===== config.mk =====
export PLATFORM = sky130hd
export DESIGN_NAME = usb_ep_ctrl
export DESIGN_NICKNAME = d
export VERILOG_FILES = /design/src/hw/usb_ep_pkg.sv /design/src/hw/usb_ep_ctrl.sv
export SDC_FILE = /design/constraint.sdc
export NUM_CORES = 1
export LEC_CHECK = 0
export BUFFER_PORTS_ARGS = -buffer_cell sky130_fd_sc_hd__buf_4
export CORE_UTILIZATION = 25
export DETAILED_ROUTE_END_ITERATION = 10
export GPL_ROUTABILITY_DRIVEN = 0
export PLACE_DENSITY_LB_ADDON = 0.3
export SETUP_SLACK_MARGIN = 0.5
export SLEW_MARGIN = 20
export SYNTH_ARGS = -nofsm -noshare
export SYNTH_HDL_FRONTEND = slang
export SYNTH_SLANG_ARGS = --single-unit

===== constraint.sdc =====
create_clock -name CLK_IN -period 8.1 [get_ports CLK_IN]
set_clock_uncertainty 0.05 [all_clocks]
set_input_delay 0.405 -clock CLK_IN [delete_from_list [all_inputs] [get_ports CLK_IN]]
set_output_delay 0.405 -clock CLK_IN [all_outputs]
set_load 0.02 [all_outputs]

===== src/hw/usb_ep_pkg.sv =====
// Shared constants and carrier types for the endpoint control/status block.
// Assumes a single 200 MHz clock domain and an AHB-Lite register port.
package usb_ep_pkg;

   // ************************************************************
   // Register map (byte addresses, low address byte only)
   // ************************************************************
   localparam logic [7:0] TX_CSR_OFS = 8'h00;  // Transmit control/status
   localparam logic [7:0] RX_CSR_OFS = 8'h04;  // Receive control/status
   localparam logic [7:0] CFG_OFS = 8'h08;     // Role, types, NAK limit

   // ************************************************************
   // Field positions
   // ************************************************************
   localparam int BIT_FLAG_HI = 23;    // Incomplete-tx / NAK time-out
   localparam int BIT_CLR_TOG = 22;    // Clear data toggle (action)
   localparam int BIT_STALL_FLG = 21;  // Stall sent / stall received
   localparam int BIT_STALL_CTL = 20;  // Send stall / setup select
   localparam int BIT_FLUSH = 19;      // Flush (action)
   localparam int BIT_ERR = 18;        // Underrun/error, overrun/error
   localparam int BIT_FIFO = 17;       // Tx not empty / rx full
   localparam int BIT_RDY = 16;        // Packet ready
   localparam int PACKET_MULTIPLIER_LSB = 11;       // Packet multiplier 15:11
   localparam int PACKET_MULTIPLIER_W = 5;
   localparam int MAXP_W = 11;         // Max payload 10:0
   localparam int CFG_HOST = 0;        // 1 = host role
   localparam int CFG_TXT_LSB = 1;     // Tx transfer type 2:1
   localparam int CFG_RXT_LSB = 3;     // Rx transfer type 4:3
   localparam int CFG_NAK_LSB = 8;     // NAK limit 15:8
   localparam int NAK_W = 8;
   localparam int PAY_W = 17;          // Max payload times 32

   // ************************************************************
   // Reset values and protocol constants
   // ************************************************************
   localparam logic [31:0] RDATA_RST = 32'h0000_0000;
   localparam logic [1:0] RETRY_LIMIT = 2'h3;  // Failed attempts before error
   localparam logic [1:0] HTRANS_NONSEQ = 2'h2;

   // Endpoint transfer type
   typedef enum logic [1:0] {
      XFER_CTRL = 2'h0,
      XFER_ISO = 2'h1,
      XFER_BULK = 2'h2,
      XFER_INT = 2'h3
   } xfer_t;

   // Events from the packet engine, one-cycle pulses
   typedef struct packed {
      logic in_token;         // IN token arrived (peripheral)
      logic stall_hs_sent;    // STALL handshake sent (peripheral)
      logic stall_hs_rcvd;    // STALL handshake received (host)
      logic tx_pkt_sent;      // Tx packet acknowledged
      logic tx_no_handshake;  // Tx attempt got no handshake (host)
      logic nak_rcvd;         // NAK received (host)
      logic iso_parts_short;  // Split iso packet lacked IN tokens
      logic rx_data_pkt;      // Rx data packet arrived
      logic rx_no_data;       // Rx attempt got no data (host)
   } link_evt_t;

   // Controls to the packet engine, all registered
   typedef struct packed {
      logic respond_stall;      // Answer IN tokens with STALL
      logic send_setup;         // Use SETUP token instead of OUT
      logic data_toggle;        // Current tx data toggle
      logic tx_halt;            // Tx halted after NAK time-out
      logic tx_pkt_avail;       // A tx packet is queued and tx not halted
      logic rx_full;            // Rx FIFO cannot accept a packet
      logic tx_flush;           // Pulse: flush tx FIFO
      logic dma_abort;          // Pulse: stop DMA request
      logic ep_irq;             // Pulse: endpoint interrupt event
      logic [PAY_W-1:0] tx_payload;
      logic [PAY_W-1:0] rx_payload;
   } link_ctl_t;

endpackage


===== src/hw/usb_ep_ctrl.sv =====
// Endpoint control/status registers and their hardware flags for one endpoint.
// Assumes AHB-Lite single word transfers and a packet engine on the same clock.
//
// Overview of operation
// - Flag incomplete split iso transmit, peripheral role
// - Incomplete-transmit reads zero unless isochronous
// - Host: NAK limit exceeded halts, flags time-out
// - Clear-toggle write one zeroes data toggle
// - Stall sent: flag, flush, clear packet-ready
// - Stall received: flag, abort DMA, flush
// - Send-stall answers IN with STALL, not iso
// - Setup select with ready: SETUP token, toggle zero
// - Flush drops latest packet, clears ready, interrupts
// - IN token with no tx packet held sets underrun
// - Three tx attempts without handshake set error
// - Tx not-empty shows packets held
// - Packet-ready set by software, cleared by hardware
// - Iso OUT packet not loadable sets overrun
// - Three rx attempts without data set error
// - Rx full when no packet slot free
// - Received packet sets ready and interrupts
// - Payload is max payload times multiplier+1
// - Bulk multiplier splits FIFO packet, software aligns
// - High-speed periodic multiplier is two or three
// - Eleven-bit max payload field per transaction
`timescale 1ns/1ps
`default_nettype none

module usb_ep_ctrl #(
   parameter logic [1:0] TX_SLOTS = 2'h2,  // Tx packets held (double buffer)
   parameter logic [1:0] RX_SLOTS = 2'h2   // Rx packets held
) (
   input wire logic CLK_IN,
   input wire logic RST_IN,
   input wire logic HSEL_IN,
   input wire logic [31:0] HADDR_IN,
   input wire logic [1:0] HTRANS_IN,
   input wire logic HWRITE_IN,
   input wire logic [2:0] HSIZE_IN,
   input wire logic [31:0] HWDATA_IN,
   input wire logic HREADY_IN,
   output logic [31:0] HRDATA_OUT,
   output logic HREADYOUT_OUT,
   output logic HRESP_OUT,
   input wire usb_ep_pkg::link_evt_t EVT_IN,
   output usb_ep_pkg::link_ctl_t CTL_OUT
);
   import usb_ep_pkg::*;

   // ************************************************************
   // State
   // ************************************************************
   typedef struct packed {
      logic [31:0] hrdata;        // Read data for the data phase
      logic wr_pend;              // Write data phase due
      logic [7:0] wr_addr;        // Address of pending write
      logic host;                 // Operating role
      xfer_t tx_type;
      xfer_t rx_type;
      logic [NAK_W-1:0] nak_limit;
      logic flag_hi;              // Incomplete-tx or NAK time-out
      logic stall_flag;           // Stall sent or received
      logic stall_ctl;            // Send stall or setup select
      logic tx_err;               // Underrun or handshake failure
      logic tpr;                  // Tx packet ready
      logic tpr_load;             // Packet moving into buffer
      logic [1:0] tx_cnt;         // Tx packets held
      logic [PACKET_MULTIPLIER_W-1:0] tx_packet_multiplier;
      logic [MAXP_W-1:0] tx_maxp;
      logic rx_err;               // Overrun or no-data error
      logic rpr;                  // Rx packet ready
      logic [1:0] rx_cnt;         // Rx packets held
      logic [PACKET_MULTIPLIER_W-1:0] rx_packet_multiplier;
      logic [MAXP_W-1:0] rx_maxp;
      logic toggle;               // Tx data toggle
      logic [1:0] tx_retry;       // Failed tx attempts
      logic [1:0] rx_retry;       // Failed rx attempts
      logic [NAK_W-1:0] nak_cnt;  // NAKs since last success
      link_ctl_t ctl;             // Registered engine controls
   } state_t;

   state_t s_ff;   // Current state
   state_t nxt_s;  // Next state

   // ************************************************************
   // Helper functions
   // ************************************************************
   // Payload in bytes; shared by tx and rx sizing
   function automatic logic [PAY_W-1:0] payload(input logic [MAXP_W-1:0] maxp,
                                                input logic [PACKET_MULTIPLIER_W-1:0] packet_multiplier);
      logic [PAY_W-1:0] m;
      m = PAY_W'(packet_multiplier) + PAY_W'(1);
      return PAY_W'(PAY_W'(maxp) * m);
   endfunction

   // Register read view; role and type mask shared bits
   function automatic logic [31:0] rd_word(input state_t st, input logic [7:0] a);
      logic [31:0] w;
      w = RDATA_RST;
      if (a == TX_CSR_OFS) begin
         w[BIT_FLAG_HI] = st.flag_hi & (st.host | (st.tx_type == XFER_ISO));
         w[BIT_STALL_FLG] = st.stall_flag;
         w[BIT_STALL_CTL] = st.stall_ctl;
         w[BIT_ERR] = st.tx_err;
         w[BIT_FIFO] = (st.tx_cnt != 2'h0);
         w[BIT_RDY] = st.tpr;
         w[PACKET_MULTIPLIER_LSB +: PACKET_MULTIPLIER_W] = st.tx_packet_multiplier;
         w[MAXP_W-1:0] = st.tx_maxp;
      end else if (a == RX_CSR_OFS) begin
         if (st.host) begin
            w[BIT_ERR] = st.rx_err & (st.rx_type != XFER_ISO);
         end else begin
            w[BIT_ERR] = st.rx_err & (st.rx_type == XFER_ISO);
         end
         w[BIT_FIFO] = (st.rx_cnt == RX_SLOTS);
         w[BIT_RDY] = st.rpr;
         w[PACKET_MULTIPLIER_LSB +: PACKET_MULTIPLIER_W] = st.rx_packet_multiplier;
         w[MAXP_W-1:0] = st.rx_maxp;
      end else if (a == CFG_OFS) begin
         w[CFG_HOST] = st.host;
         w[CFG_TXT_LSB +: 2] = st.tx_type;
         w[CFG_RXT_LSB +: 2] = st.rx_type;
         w[CFG_NAK_LSB +: NAK_W] = st.nak_limit;
      end
      return w;
   endfunction

   // ************************************************************
   // Next-state logic
   // ************************************************************
   // Writes are applied first so hardware events that follow win
   always_comb begin
      logic [31:0] wd;
      logic wr_tx;
      logic wr_rx;
      logic wr_cfg;
      logic t_inc;
      logic t_dec;
      logic t_zero;
      logic r_inc;
      logic r_dec;
      wd = HWDATA_IN;
      nxt_s = s_ff;
      nxt_s.ctl.tx_flush = 1'b0;
      nxt_s.ctl.dma_abort = 1'b0;
      nxt_s.ctl.ep_irq = 1'b0;
      wr_tx = s_ff.wr_pend && (s_ff.wr_addr == TX_CSR_OFS);
      wr_rx = s_ff.wr_pend && (s_ff.wr_addr == RX_CSR_OFS);
      wr_cfg = s_ff.wr_pend && (s_ff.wr_addr == CFG_OFS);
      t_inc = 1'b0;
      t_dec = 1'b0;
      t_zero = 1'b0;
      r_inc = 1'b0;
      r_dec = 1'b0;

      if (s_ff.tpr_load) begin
         nxt_s.tpr_load = 1'b0;
         if (s_ff.tx_cnt < TX_SLOTS) begin
            nxt_s.tpr = 1'b0;
         end
      end

      // Configuration write
      if (wr_cfg) begin
         nxt_s.host = wd[CFG_HOST];
         nxt_s.tx_type = xfer_t'(wd[CFG_TXT_LSB +: 2]);
         nxt_s.rx_type = xfer_t'(wd[CFG_RXT_LSB +: 2]);
         nxt_s.nak_limit = wd[CFG_NAK_LSB +: NAK_W];
      end

      // Transmit register write
      if (wr_tx) begin
         nxt_s.tx_packet_multiplier = wd[PACKET_MULTIPLIER_LSB +: PACKET_MULTIPLIER_W];
         nxt_s.tx_maxp = wd[MAXP_W-1:0];
         nxt_s.stall_ctl = wd[BIT_STALL_CTL];
         // Status flags clear on a written zero
         if (!wd[BIT_FLAG_HI]) begin
            nxt_s.flag_hi = 1'b0;
            nxt_s.ctl.tx_halt = 1'b0;
            nxt_s.nak_cnt = '0;
         end
         if (!wd[BIT_STALL_FLG]) begin
            nxt_s.stall_flag = 1'b0;
         end
         if (!wd[BIT_ERR]) begin
            nxt_s.tx_err = 1'b0;
         end
         if (wd[BIT_CLR_TOG]) begin
            nxt_s.toggle = 1'b0;
         end
         if (wd[BIT_RDY] && !s_ff.tpr && (s_ff.tx_cnt < TX_SLOTS)) begin
            nxt_s.tpr = 1'b1;
            nxt_s.tpr_load = 1'b1;
            t_inc = 1'b1;
            if (s_ff.host && wd[BIT_STALL_CTL]) begin
               nxt_s.toggle = 1'b0;
            end
         end
         if (wd[BIT_FLUSH]) begin
            nxt_s.tpr = 1'b0;
            nxt_s.tpr_load = 1'b0;
            nxt_s.ctl.tx_flush = 1'b1;
            nxt_s.ctl.ep_irq = 1'b1;
            t_dec = 1'b1;
         end
      end

      if (wr_rx) begin
         nxt_s.rx_packet_multiplier = wd[PACKET_MULTIPLIER_LSB +: PACKET_MULTIPLIER_W];
         nxt_s.rx_maxp = wd[MAXP_W-1:0];
         if (!wd[BIT_ERR]) begin
            nxt_s.rx_err = 1'b0;
         end
         if (!wd[BIT_RDY] && s_ff.rpr) begin
            r_dec = 1'b1;
         end
      end

      // Transmit completion from the engine
      if (EVT_IN.tx_pkt_sent) begin
         nxt_s.tpr = 1'b0;
         nxt_s.toggle = ~nxt_s.toggle;
         nxt_s.tx_retry = 2'h0;
         nxt_s.nak_cnt = '0;
         t_dec = 1'b1;
      end

      if (!s_ff.host) begin
         if (EVT_IN.stall_hs_sent) begin
            nxt_s.stall_flag = 1'b1;
            nxt_s.tpr = 1'b0;
            nxt_s.ctl.tx_flush = 1'b1;
            t_zero = 1'b1;
         end
         if (EVT_IN.in_token && !s_ff.tpr && (s_ff.tx_cnt == 2'h0)) begin
            nxt_s.tx_err = 1'b1;
         end
         if (EVT_IN.iso_parts_short && (s_ff.tx_type == XFER_ISO)) begin
            nxt_s.flag_hi = 1'b1;
         end
      end else begin
         if (EVT_IN.stall_hs_rcvd) begin
            nxt_s.stall_flag = 1'b1;
            nxt_s.tpr = 1'b0;
            nxt_s.ctl.tx_flush = 1'b1;
            nxt_s.ctl.dma_abort = 1'b1;
            t_zero = 1'b1;
         end
         if (EVT_IN.nak_rcvd) begin
            if (s_ff.nak_cnt != {NAK_W{1'b1}}) begin
               nxt_s.nak_cnt = s_ff.nak_cnt + 8'h01;
            end
            if ((s_ff.nak_limit != '0) && (s_ff.nak_cnt >= s_ff.nak_limit)) begin
               nxt_s.flag_hi = 1'b1;
               nxt_s.ctl.tx_halt = 1'b1;
            end
         end
         if (EVT_IN.tx_no_handshake) begin
            if (s_ff.tx_retry == RETRY_LIMIT - 2'h1) begin
               nxt_s.tx_err = 1'b1;
               nxt_s.tx_retry = 2'h0;
            end else begin
               nxt_s.tx_retry = s_ff.tx_retry + 2'h1;
            end
         end
         if (EVT_IN.rx_no_data && (s_ff.rx_type != XFER_ISO)) begin
            if (s_ff.rx_retry == RETRY_LIMIT - 2'h1) begin
               nxt_s.rx_err = 1'b1;
               nxt_s.rx_retry = 2'h0;
               nxt_s.ctl.ep_irq = 1'b1;
            end else begin
               nxt_s.rx_retry = s_ff.rx_retry + 2'h1;
            end
         end
      end

      // Receive packet arrival
      if (EVT_IN.rx_data_pkt) begin
         if (s_ff.rx_cnt == RX_SLOTS) begin
            if (!s_ff.host && (s_ff.rx_type == XFER_ISO)) begin
               nxt_s.rx_err = 1'b1;
            end
         end else begin
            r_inc = 1'b1;
            nxt_s.ctl.ep_irq = 1'b1;
            nxt_s.rx_retry = 2'h0;
         end
      end

      // Packet counts; a stall flush empties the FIFO outright
      if (t_zero) begin
         nxt_s.tx_cnt = 2'h0;
      end else if (t_inc && !t_dec) begin
         nxt_s.tx_cnt = s_ff.tx_cnt + 2'h1;
      end else if (!t_inc && t_dec && (s_ff.tx_cnt != 2'h0)) begin
         nxt_s.tx_cnt = s_ff.tx_cnt - 2'h1;
      end
      if (r_inc && !r_dec) begin
         nxt_s.rx_cnt = s_ff.rx_cnt + 2'h1;
      end else if (!r_inc && r_dec && (s_ff.rx_cnt != 2'h0)) begin
         nxt_s.rx_cnt = s_ff.rx_cnt - 2'h1;
      end
      // Ready stays while packets remain, so an arrival beats a clear
      nxt_s.rpr = (nxt_s.rx_cnt != 2'h0);

      // Registered controls toward the packet engine
      // Stall only outside iso
      nxt_s.ctl.respond_stall = !nxt_s.host && nxt_s.stall_ctl
                                && (nxt_s.tx_type != XFER_ISO);
      nxt_s.ctl.send_setup = nxt_s.host && nxt_s.stall_ctl;
      nxt_s.ctl.data_toggle = nxt_s.toggle;
      nxt_s.ctl.tx_pkt_avail = (nxt_s.tx_cnt != 2'h0) && !nxt_s.ctl.tx_halt;
      nxt_s.ctl.rx_full = (nxt_s.rx_cnt == RX_SLOTS);
      nxt_s.ctl.tx_payload = payload(nxt_s.tx_maxp, nxt_s.tx_packet_multiplier);
      nxt_s.ctl.rx_payload = payload(nxt_s.rx_maxp, nxt_s.rx_packet_multiplier);

      // AHB address phase; read data taken from the updated state
      // so a read right after a write sees the written value
      nxt_s.wr_pend = 1'b0;
      nxt_s.hrdata = RDATA_RST;
      if (HSEL_IN && HREADY_IN && (HTRANS_IN == HTRANS_NONSEQ)) begin
         nxt_s.wr_pend = HWRITE_IN;
         nxt_s.wr_addr = HADDR_IN[7:0];
         if (!HWRITE_IN) begin
            nxt_s.hrdata = rd_word(nxt_s, HADDR_IN[7:0]);
         end
      end
   end

   // ************************************************************
   // State register
   // ************************************************************
   always_ff @(posedge CLK_IN) begin
      if (RST_IN) begin
         s_ff <= '0;
      end else begin
         s_ff <= nxt_s;
      end
   end

   // Zero wait states and OKAY only: every access completes at once
   assign HRDATA_OUT = s_ff.hrdata;
   assign HREADYOUT_OUT = 1'b1;
   assign HRESP_OUT = 1'b0;
   assign CTL_OUT = s_ff.ctl;
endmodule

`default_nettype wire


**Word-level counts from Yosys, hierarchy flattened**

Index checks and enable logic that the tools add are counted.
W data, S select, Z words.

- Output and inout bits: 77
- Logic and storage cells: 208
- Input port bits: 83
- Register bits: 153

- Muxes and demuxes: 87
- $add $sub $neg: 9
- Eq/ne operators: 17
- Order comparisons: 2
- Bitwise logic cells: 8
- $mul: 2
- Reduce and logical (&&, ||, !) cells: 46

Operator list:

| operator | number |
|---|---|
| $mux W8 | 7 |
| $mux W1 | 52 |
| $mul A11 B6 Y17 | 2 |
| $mux W2 | 17 |
| $mux W16 | 2 |
| $logic_and A1 B1 Y1 | 25 |
| $mux W19 | 1 |
| $eq A8 B3 Y1 const B | 2 |
| $eq A8 B4 Y1 const B | 2 |
| $logic_not A8 Y1 | 2 |
| $mux W13 | 1 |
| $add A5 B1 Y6 const B | 2 |
| $mux W12 | 1 |
| $eq A2 B2 Y1 const B | 5 |
| $mux W5 | 2 |
| $logic_not A1 Y1 | 9 |
| $mux W3 | 3 |
| $add A2 B1 Y2 const B | 4 |
| $add A8 B1 Y8 const B | 1 |
| $eq A2 B1 Y1 const B | 4 |
| $ge A8 B8 Y1 | 1 |
| $ne A8 B8 Y1 const B | 1 |
| $reduce_bool A2 Y1 | 4 |
| $reduce_bool A8 Y1 | 1 |
| 11 further kinds | 20 |

**Depth between registers and ports, before layout**

Gate-level depths: netlist of the first run.

- Word-level depth: 13
- Gate-level depth with buffers: 24
- Depth with buffers taken out: 21

**Worst setup path after synthesis of the first run**

Ideal clock, no wire load.

- Kind: flip-flop to flip-flop
- From: register s_ff[118] (netlist name)
- To: register s_ff (netlist bit CTL_OUT[32])
- Slack: 1.641 ns
- Setup time: 0.121 ns
- Stages on the path, launching flop included: 23
- Arrival time: 6.288 ns
- Data required time: 7.929 ns
- Period minus slack after synthesis: 6.459 ns
- Buffers on the path: 3
- Path through: dfxtp_1 > or4b_4 > or4_4 > buf_6 > mux2i_4 > inv_1 > clkbuf_1 > ha_1 > nor3b_1 > xor2_1 > buf_4 > or2_1 > fa_1 > fa_1 > fa_1 > inv_1 > ha_1 > a211oi_1 > o21bai_1 > a31o_2 > a31o_2 > o41ai_1 > mux2_2

RTL lines:

| item | line | source |
|---|---|---|
| start: declaration | usb_ep_ctrl.sv:82 | `state_t s_ff;` |
| start signal: assignment | usb_ep_ctrl.sv:337 | `s_ff <= nxt_s;` |

**Worst setup path after layout of the first run**

- From: register s_ff[118] (netlist name)
- To: register s_ff (netlist bit CTL_OUT[32])

- Longest elaborated chain between the ends: 5

Ends and longest elaborated chain:

| item | line | source |
|---|---|---|
| $logic_not A8 Y1 (*) | usb_ep_ctrl.sv:147 | `wr_tx = s_ff.wr_pend && (s_ff.wr_addr == TX_CSR_OFS);` |
| $logic_and A1 B1 Y1 (*) | usb_ep_ctrl.sv:147 |  |
| $mux W16 (*) | usb_ep_ctrl.sv:172 | `if (wr_tx) begin` |
| $add A5 B1 Y6 | usb_ep_ctrl.sv:92 | `m = PAY_W'(packet_multiplier) + PAY_W'(1);` |
| $mul A11 B6 Y17 (*) | usb_ep_ctrl.sv:93 | `return PAY_W'(PAY_W'(maxp) * m);` |

Mark *: on every way between the ends. The rest lies on a longest branch, timed or not.
A chain may end at the register's enable or synchronous reset.

==> results by group, run 1 <==
Finish
  • Footprint of the multi-input gates: 6160 µm²
  • Register area: 2860 µm²
  • Total Nets Final: 1418
  • Layout cells sized above 1: 16.4%
  • FILL cells: 4227
  • Final Util: 29.1%
  • Most common cell after layout, fill and taps aside: nor2_1
  • Non-filler cells, final: 1736
  • P&R area growth vs syn: 13.9%
  • Most frequent cells in the layout: nor2_1, dfxtp_1, inv_1, buf_4, fa_1
  • Design Area, Final: 11700 µm²

Global route
  • Initial antenna violation count: 3
  • Pin count of the biggest net entering global routing: 78
  • Total congestion overflow: 0
  • Total track usage: 12.9%
  • First-pass GRT wire length: 41700 µm
  • Vias in the first global route: 7663

Clocking
  • Clock transition at path regs: 0.07 ns
  • Clock Latency Late Sink: 0.43 ns
  • Hold-fix buffer count after cts: 0
  • PostCTS Resize Cnt: 0
  • H-tree levels: 4
  • Total CTS buffers: 17
  • Root Buffer: clkbuf_16
  • CTS Buffer Depth: 2
  • CTS tree: yes
  • Post-CTS setup buffers: 0
  • Clock sink total: 143

Route
  • Post-route ant nets: 0
  • WL final: 25700 µm
  • DR WL/cell: 14.8 µm
  • Routed vias/inst: 4.38
  • Pre-Repair DR Iteration Count: 5
  • Drt drc: 0
  • Routed vias: 7596
  • 1st-iter DRT viols: 418

Timing
  • Worst-Margin Slew: 0.961 ns
  • Final setup vio count: 0
  • Max-slew headroom: 35.7%
  • Worst hold margin: 0.121 ns
  • Fin. max-slew vios: 0
  • Setup slack after layout: 1.09 ns
  • Post-route clock period utilization: 86.5%
  • Final-report hold violation count: 0
  • Highest Clock Rate: 143 MHz
  • Min cycle time layout: 7.01 ns
  • Setup TNS Final: 0 ns
  • RSZ-0062 raised after global routing: false

Place
  • Placed Cells: 1703
  • Dpl ws: 1.09 ns
  • Port bufs: 111
  • Post-detail-place hpwl: 19800 µm
  • Placed Area: 11100 µm²

Synthesis
  • #FFs+latches synth: 143
  • Synth Area in Compound Gates: 9.46%
  • Synth Area in Simple Gates: 18.4%
  • Largest cells by area after synthesis: dfxtp_1, fa_1, ha_1
  • Unique masters post-synth: 71
  • Ys Warns: 0
  • Post-synth EDFFs: 0
  • Area leader, netlist: dfxtp_1
  • Register area share after synthesis: 28.0%
  • Avg Cell Area, Syn: 8.81 µm²
  • Syn Inst Count: 1162
  • Asr flop ratio synth: 0%
  • Synth Flop Type: dfxtp_1
  • Share of the synthesized area in the top cell type: 28.0%
  • Cell area after synthesis: 10200 µm²
  • Post-synthesis adder-cell area fraction: 22.3%
  • Mux contribution to synthesized area: 7.49%
  • Largest family of logic cells by synthesized area: adder cells
  • Synth Area in XOR/XNOR: 2.05%

Pwr
  • Peak supply drop: 0.000135 V
  • PD cells: 134 nW/µm²
  • Tot Pwr: 1.56 mW
  • Static leakage: 5.41 nW

Die
  • Height of the die: 204 µm
  • Die Wd: 204 µm
  • Full die area: 41800 µm²
  • Initial core utilization: 25.5%
  • I/O Pins: 160
  • # rows: 73
  • Core Box Area: 40100 µm²

Min path
  • Hold depth: 2
  • Hold wc startpoint: HWDATA_IN[19]
  • Worst hold path class: input port to flip-flop
  • Hold Path End: s_ff[94]

Setup path
  • R2r startpoint: s_ff[118]
  • Critical Path Sink Type: flip-flop
  • Max FO, Critical Path: 24
  • CP Launch Type: flip-flop
  • Reg2reg setup slack: 1.09 ns
  • R2R depth: 20
  • RR Endpoint: CTL_OUT[32]
  • Crit path kind: flip-flop to flip-flop
  • Worst path required time: 8.38 ns
  • Crit path DAT: 7.28 ns

Run
  • Max-cap violations: 0

Status
  • Outcome: complete, no violations
logic make-up after synthesis:
| group | after synthesis |
|---|---|
| AO/OA/AOI/OAI | 154 |
| XOR/XNOR | 24 |
| adder cells (fa/ha/maj) | 138 |
| buffers and inverters | 249 |
| flip-flops | 143 |
| multiplexers | 65 |
| other | 2 |
| AND/OR/NAND/NOR | 387 |
report_power, final:
part	switching (mW)	internal, mW	leakage [nW]	total, mW
combinational	0.0540	0.0341	3.98	0.0881
sequential	0.00283	0.709	1.15	0.712
clock	0.352	0.411	0.275	0.763
total	0.409	1.15	5.41	1.56
flip-flops by register name, indices dropped and copies added, names as in the netlist:
name	count
CTL_OUT	43
HRDATA_OUT	22
s_ff	78
layout make-up:
class,instances,share of cell area [%]
well taps,525,5.63
clock buffers,18,3.77
clock inverters,14,1.07
inverters,132,4.25
diodes,1,0.0215
flip-flops and latches,143,24.5
multi-input cells,780,52.8
repair buffers,123,7.92
cells in the mapped netlist (3+ instances only):
cell and n:
or2_2 17, o21ai_0 20, a31oi_1 7, mux2i_2 6, dfxtp_1 143, o211ai_1 4, nand2b_1 11, nor3b_1 7
nor4_1 5, xnor2_1 10, fa_1 74, buf_2 3, and3_1 12, o21bai_1 4, nand4b_1 6, nor3_1 19
a21oi_1 65, a211oi_1 6, nand2_1 42, clkbuf_1 28, or3_1 5, mux2_2 5, or2_1 7, a21o_1 12
mux2i_4 7, ha_1 64, xor2_1 14, buf_1 4, o22ai_1 6, a22oi_1 4, nand3_1 5, a31o_2 3
nor2b_1 45, buf_4 78, nor2_1 191, buf_6 4, mux2i_1 47, inv_1 132
worst max-delay path, stage by stage, from the launching register on:
cell and delay, ns:
dfxtp_1 0.32, or4b_4 0.54, or4_4 0.79, mux2i_4 0.31, inv_1 0.07, buf_4 0.19
ha_1 0.19, nor3b_1 0.23, xor2_1 0.47, or2_1 0.19, fa_1 0.44, fa_1 0.50
fa_1 0.55, inv_1 0.04, ha_1 0.35, a211oi_1 0.33, o21bai_1 0.15, a31o_2 0.29
a31o_2 0.23, o41ai_1 0.26, mux2_2 0.37
worst max path at each step:
stage | to | slack, ns | from
detailed placement | CTL_OUT[32] | 1.09 | s_ff[118]
floorplan | CTL_OUT[32] | 1.64 | s_ff[118]
CTS | CTL_OUT[32] | 1.04 | s_ff[118]
global placement | CTL_OUT[32] | 1.03 | s_ff[118]
finish | CTL_OUT[32] | 1.09 | s_ff[118]
global route | CTL_OUT[32] | 0.71 | s_ff[118]
routing by layer:
layer / up-vias / track usage [%] / part of all wire, %
met5: - / 0 / 0.14
met2: 133 / 20.9 / 46
met3: 25 / 3.03 / 4.9
met4: 6 / 3.84 / 1.4
met1: 3651 / 16.8 / 48
li1: 3781 / - / -
Power figures use the tool's default switching activity.
==> inputs of run 2 (changes only) <==
--- a/config.mk
+++ b/config.mk
@@ -6,7 +6,7 @@
 export NUM_CORES = 1
 export LEC_CHECK = 0
 export BUFFER_PORTS_ARGS = -buffer_cell sky130_fd_sc_hd__buf_4
-export CORE_UTILIZATION = 25
+export CORE_UTILIZATION = 30
 export DETAILED_ROUTE_END_ITERATION = 10
 export GPL_ROUTABILITY_DRIVEN = 0
 export PLACE_DENSITY_LB_ADDON = 0.3
==> results by group, run 2 (synthesized netlist as in run 1, its figures left out) <==
Clocking
  • CTS tree: yes
  • Clock Latency Late Sink: 0.43 ns (about the same)
  • Clock transition at path regs: 0.07 ns (about the same)
  • Total CTS buffers: 17 (unchanged)
  • H-tree levels: 4 (unchanged)
  • Post-CTS setup buffers: 0 (unchanged)
  • PostCTS Resize Cnt: 0 (unchanged)
  • Root Buffer: clkbuf_16
  • Clock sink total: 143 (unchanged)
  • Hold-fix buffer count after cts: 0 (unchanged)
  • CTS Buffer Depth: 2 (unchanged)

Finish
  • Most common cell after layout, fill and taps aside: nor2_1
  • Biggest register: s_ff
  • P&R area growth vs syn: 13.4%
  • Most frequent cells in the layout: nor2_1, dfxtp_1, inv_1, buf_4, fa_1
  • FILL cells: 3501 (-17%)
  • Total Nets Final: 1418 (unchanged)
  • Layout cells sized above 1: 16.4% (-0.083 points)
  • Number of flip-flops under the largest register name: 78 (unchanged)

Die
  • I/O Pins: 160 (unchanged)
  • # rows: 67 (-8.2%)
  • Height of the die: 187 µm (-8.6%)
  • Die Wd: 187 µm (-8.6%)
  • Full die area: 34900 µm² (-17%)
  • Initial core utilization: 30.5% (+5.0 points)
  • Core Box Area: 33500 µm² (-16%)

Timing
  • Worst hold margin: 0.121 ns (-0.000210 ns)
  • Final-report hold violation count: 0 (unchanged)
  • Highest Clock Rate: 143 MHz (-0.11%)
  • RSZ-0062 raised after global routing: false
  • Min cycle time layout: 7.01 ns (+0.00789 ns)
  • Fin. max-slew vios: 0 (unchanged)
  • Setup TNS Final: 0 ns (unchanged)
  • Max-slew headroom: 28.1% (-7.6 points)
  • Worst-Margin Slew: 1.07 ns (+0.114 ns)
  • Final setup vio count: 0 (unchanged)
  • Post-route clock period utilization: 86.6% (+0.097 points)

Global route
  • Pin count of the biggest net entering global routing: 57 (-27%)
  • First-pass GRT wire length: 40900 µm (-1.8%)
  • Total congestion overflow: 0 (unchanged)
  • Total track usage: 14.9% (+2.0 points)
  • Vias in the first global route: 7825 (+2.1%)
  • Initial antenna violation count: 3 (unchanged)

Pwr
  • Net Switching: 400 µW (-2.2%)
  • Sequential share of power: 43.3% (-2.2 points)
  • Switch share: 24.3% (-1.8 points)
  • Static leakage: 5.42 nW (+0.33%)
  • Clock share of power: 51.3% (+2.5 points)
  • Peak supply drop: 0.000112 V (-17%)
  • PD cells: 141 nW/µm² (+5.5%)
  • Pint: 1.24 mW (+7.8%)
  • Combinational Power Share: 5.4% (-0.2 points)

Setup path
  • Max FO, Critical Path: 20 (-17%)
  • Crit path kind: flip-flop to flip-flop
  • Crit path DAT: 7.28 ns (about the same)
  • Critical Path Sink Type: flip-flop
  • Worst path required time: 8.37 ns (about the same)
  • R2R depth: 21 (+5.0%)
  • CP Launch Type: flip-flop

Route
  • Routed vias/inst: 4.59 (+4.8%)
  • WL final: 25000 µm (-2.7%)
  • Routed vias: 7610 (+0.18%)
  • Drt drc: 0 (unchanged)
  • DR WL/cell: 15.1 µm (+1.8%)
  • 1st-iter DRT viols: 313 (-25%)
  • Post-route ant nets: 0 (unchanged)
  • Pre-Repair DR Iteration Count: 5 (unchanged)

Status
  • Outcome: complete, no violations

Min path
  • Worst hold path class: input port to flip-flop
  • Hold depth: 2 (unchanged)

Run
  • Max-cap violations: 0 (unchanged)

Place
  • Port bufs: 111 (unchanged)
  • Post-detail-place hpwl: 18800 µm (-5.1%)
-- run 2: changes by cell type in the layout (fill, tap and decap cells not counted), sizes merged --
cell | before | now
bufinv | 0 | 3
clkinv | 5 | 2
inv | 139 | 137
clkbuf | 18 | 19
clkinvlp | 2 | 3
-- run 2: final timing paths --
| check | endpoint | slack [ns] | start |
|---|---|---|---|
| min | s_ff[94] | 0.12 | HWDATA_IN[19] |
| max reg2reg | CTL_OUT[16] | 1.09 | s_ff[118] |
| min reg2reg | s_ff[113] | 0.42 | s_ff[113] |
| max | CTL_OUT[16] | 1.09 | s_ff[118] |
-- run 2: power groups by stage --
| stage | registers (mW) | clock network (mW) | logic, mW |
|---|---|---|---|
| 2_1_floorplan | 0.727 | 0 | 0.0560 |
| 3_3_place_gp | 0.727 | 0 | 0.0890 |
| 3_5_place_dp | 0.728 | 0 | 0.0899 |
| 4_1_cts | 0.712 | 0.866 | 0.0901 |
| 5_1_grt | 0.712 | 0.893 | 0.0972 |
| 6_report | 0.712 | 0.842 | 0.0893 |
-- run 2: final cells by class --
cell class                 instances  area (µm²)  area share [%]
antenna                            1        2.50          0.0215
clock inverter                    13         176            1.52
clock buffer                      19         443            3.81
inverter                         132         495            4.26
multi-input combinational        780        6160            53.0
sequential                       143        2860            24.6
timing repair buffer             123         923            7.95
tap                              448         561            4.82
-- run 2: routing by layer --
| metal | routed length (µm) | global-route usage, % |
|---|---|---|
| met4 | 340 | 4.00 |
| met2 | 11500 | 24.3 |
| met3 | 1140 | 3.54 |
| met5 | 31 | 0 |
| met1 | 12000 | 19.6 |
-- run 2: critical path: stages (launching register included) --
cell and delay (ns):
dfxtp_1 0.32, nor4b_1 0.41, nand4b_1 0.14, buf_4 0.28
mux2i_1 0.36, inv_1 0.31, ha_1 0.30, nor3b_1 0.15
xor2_1 0.71, nor2_1 0.16, fa_1 0.53, fa_1 0.54
inv_1 0.06, fa_1 0.53, inv_1 0.04, ha_1 0.35
a21o_1 0.19, or3_1 0.33, o31ai_1 0.38, a21oi_1 0.20
a31oi_1 0.22, mux2_2 0.34
-- run 2: per-stage QoR --
step / power, mW / util (%) / instance area [µm²] / instances / setup WS, ns
2_1_floorplan: 0.783 / - / 10300 / 1172 / 1.64
3_3_place_gp: 0.816 / 32.8 / 11000 / 1626 / 1.18
3_5_place_dp: 0.817 / 32.8 / 11000 / 1626 / 1.13
4_1_cts: 1.67 / 34.6 / 11600 / 1658 / 1.09
5_1_grt: 1.70 / 34.7 / 11600 / 1659 / 0.532
6_report: 1.64 / 34.7 / 11600 / 1659 / 1.09
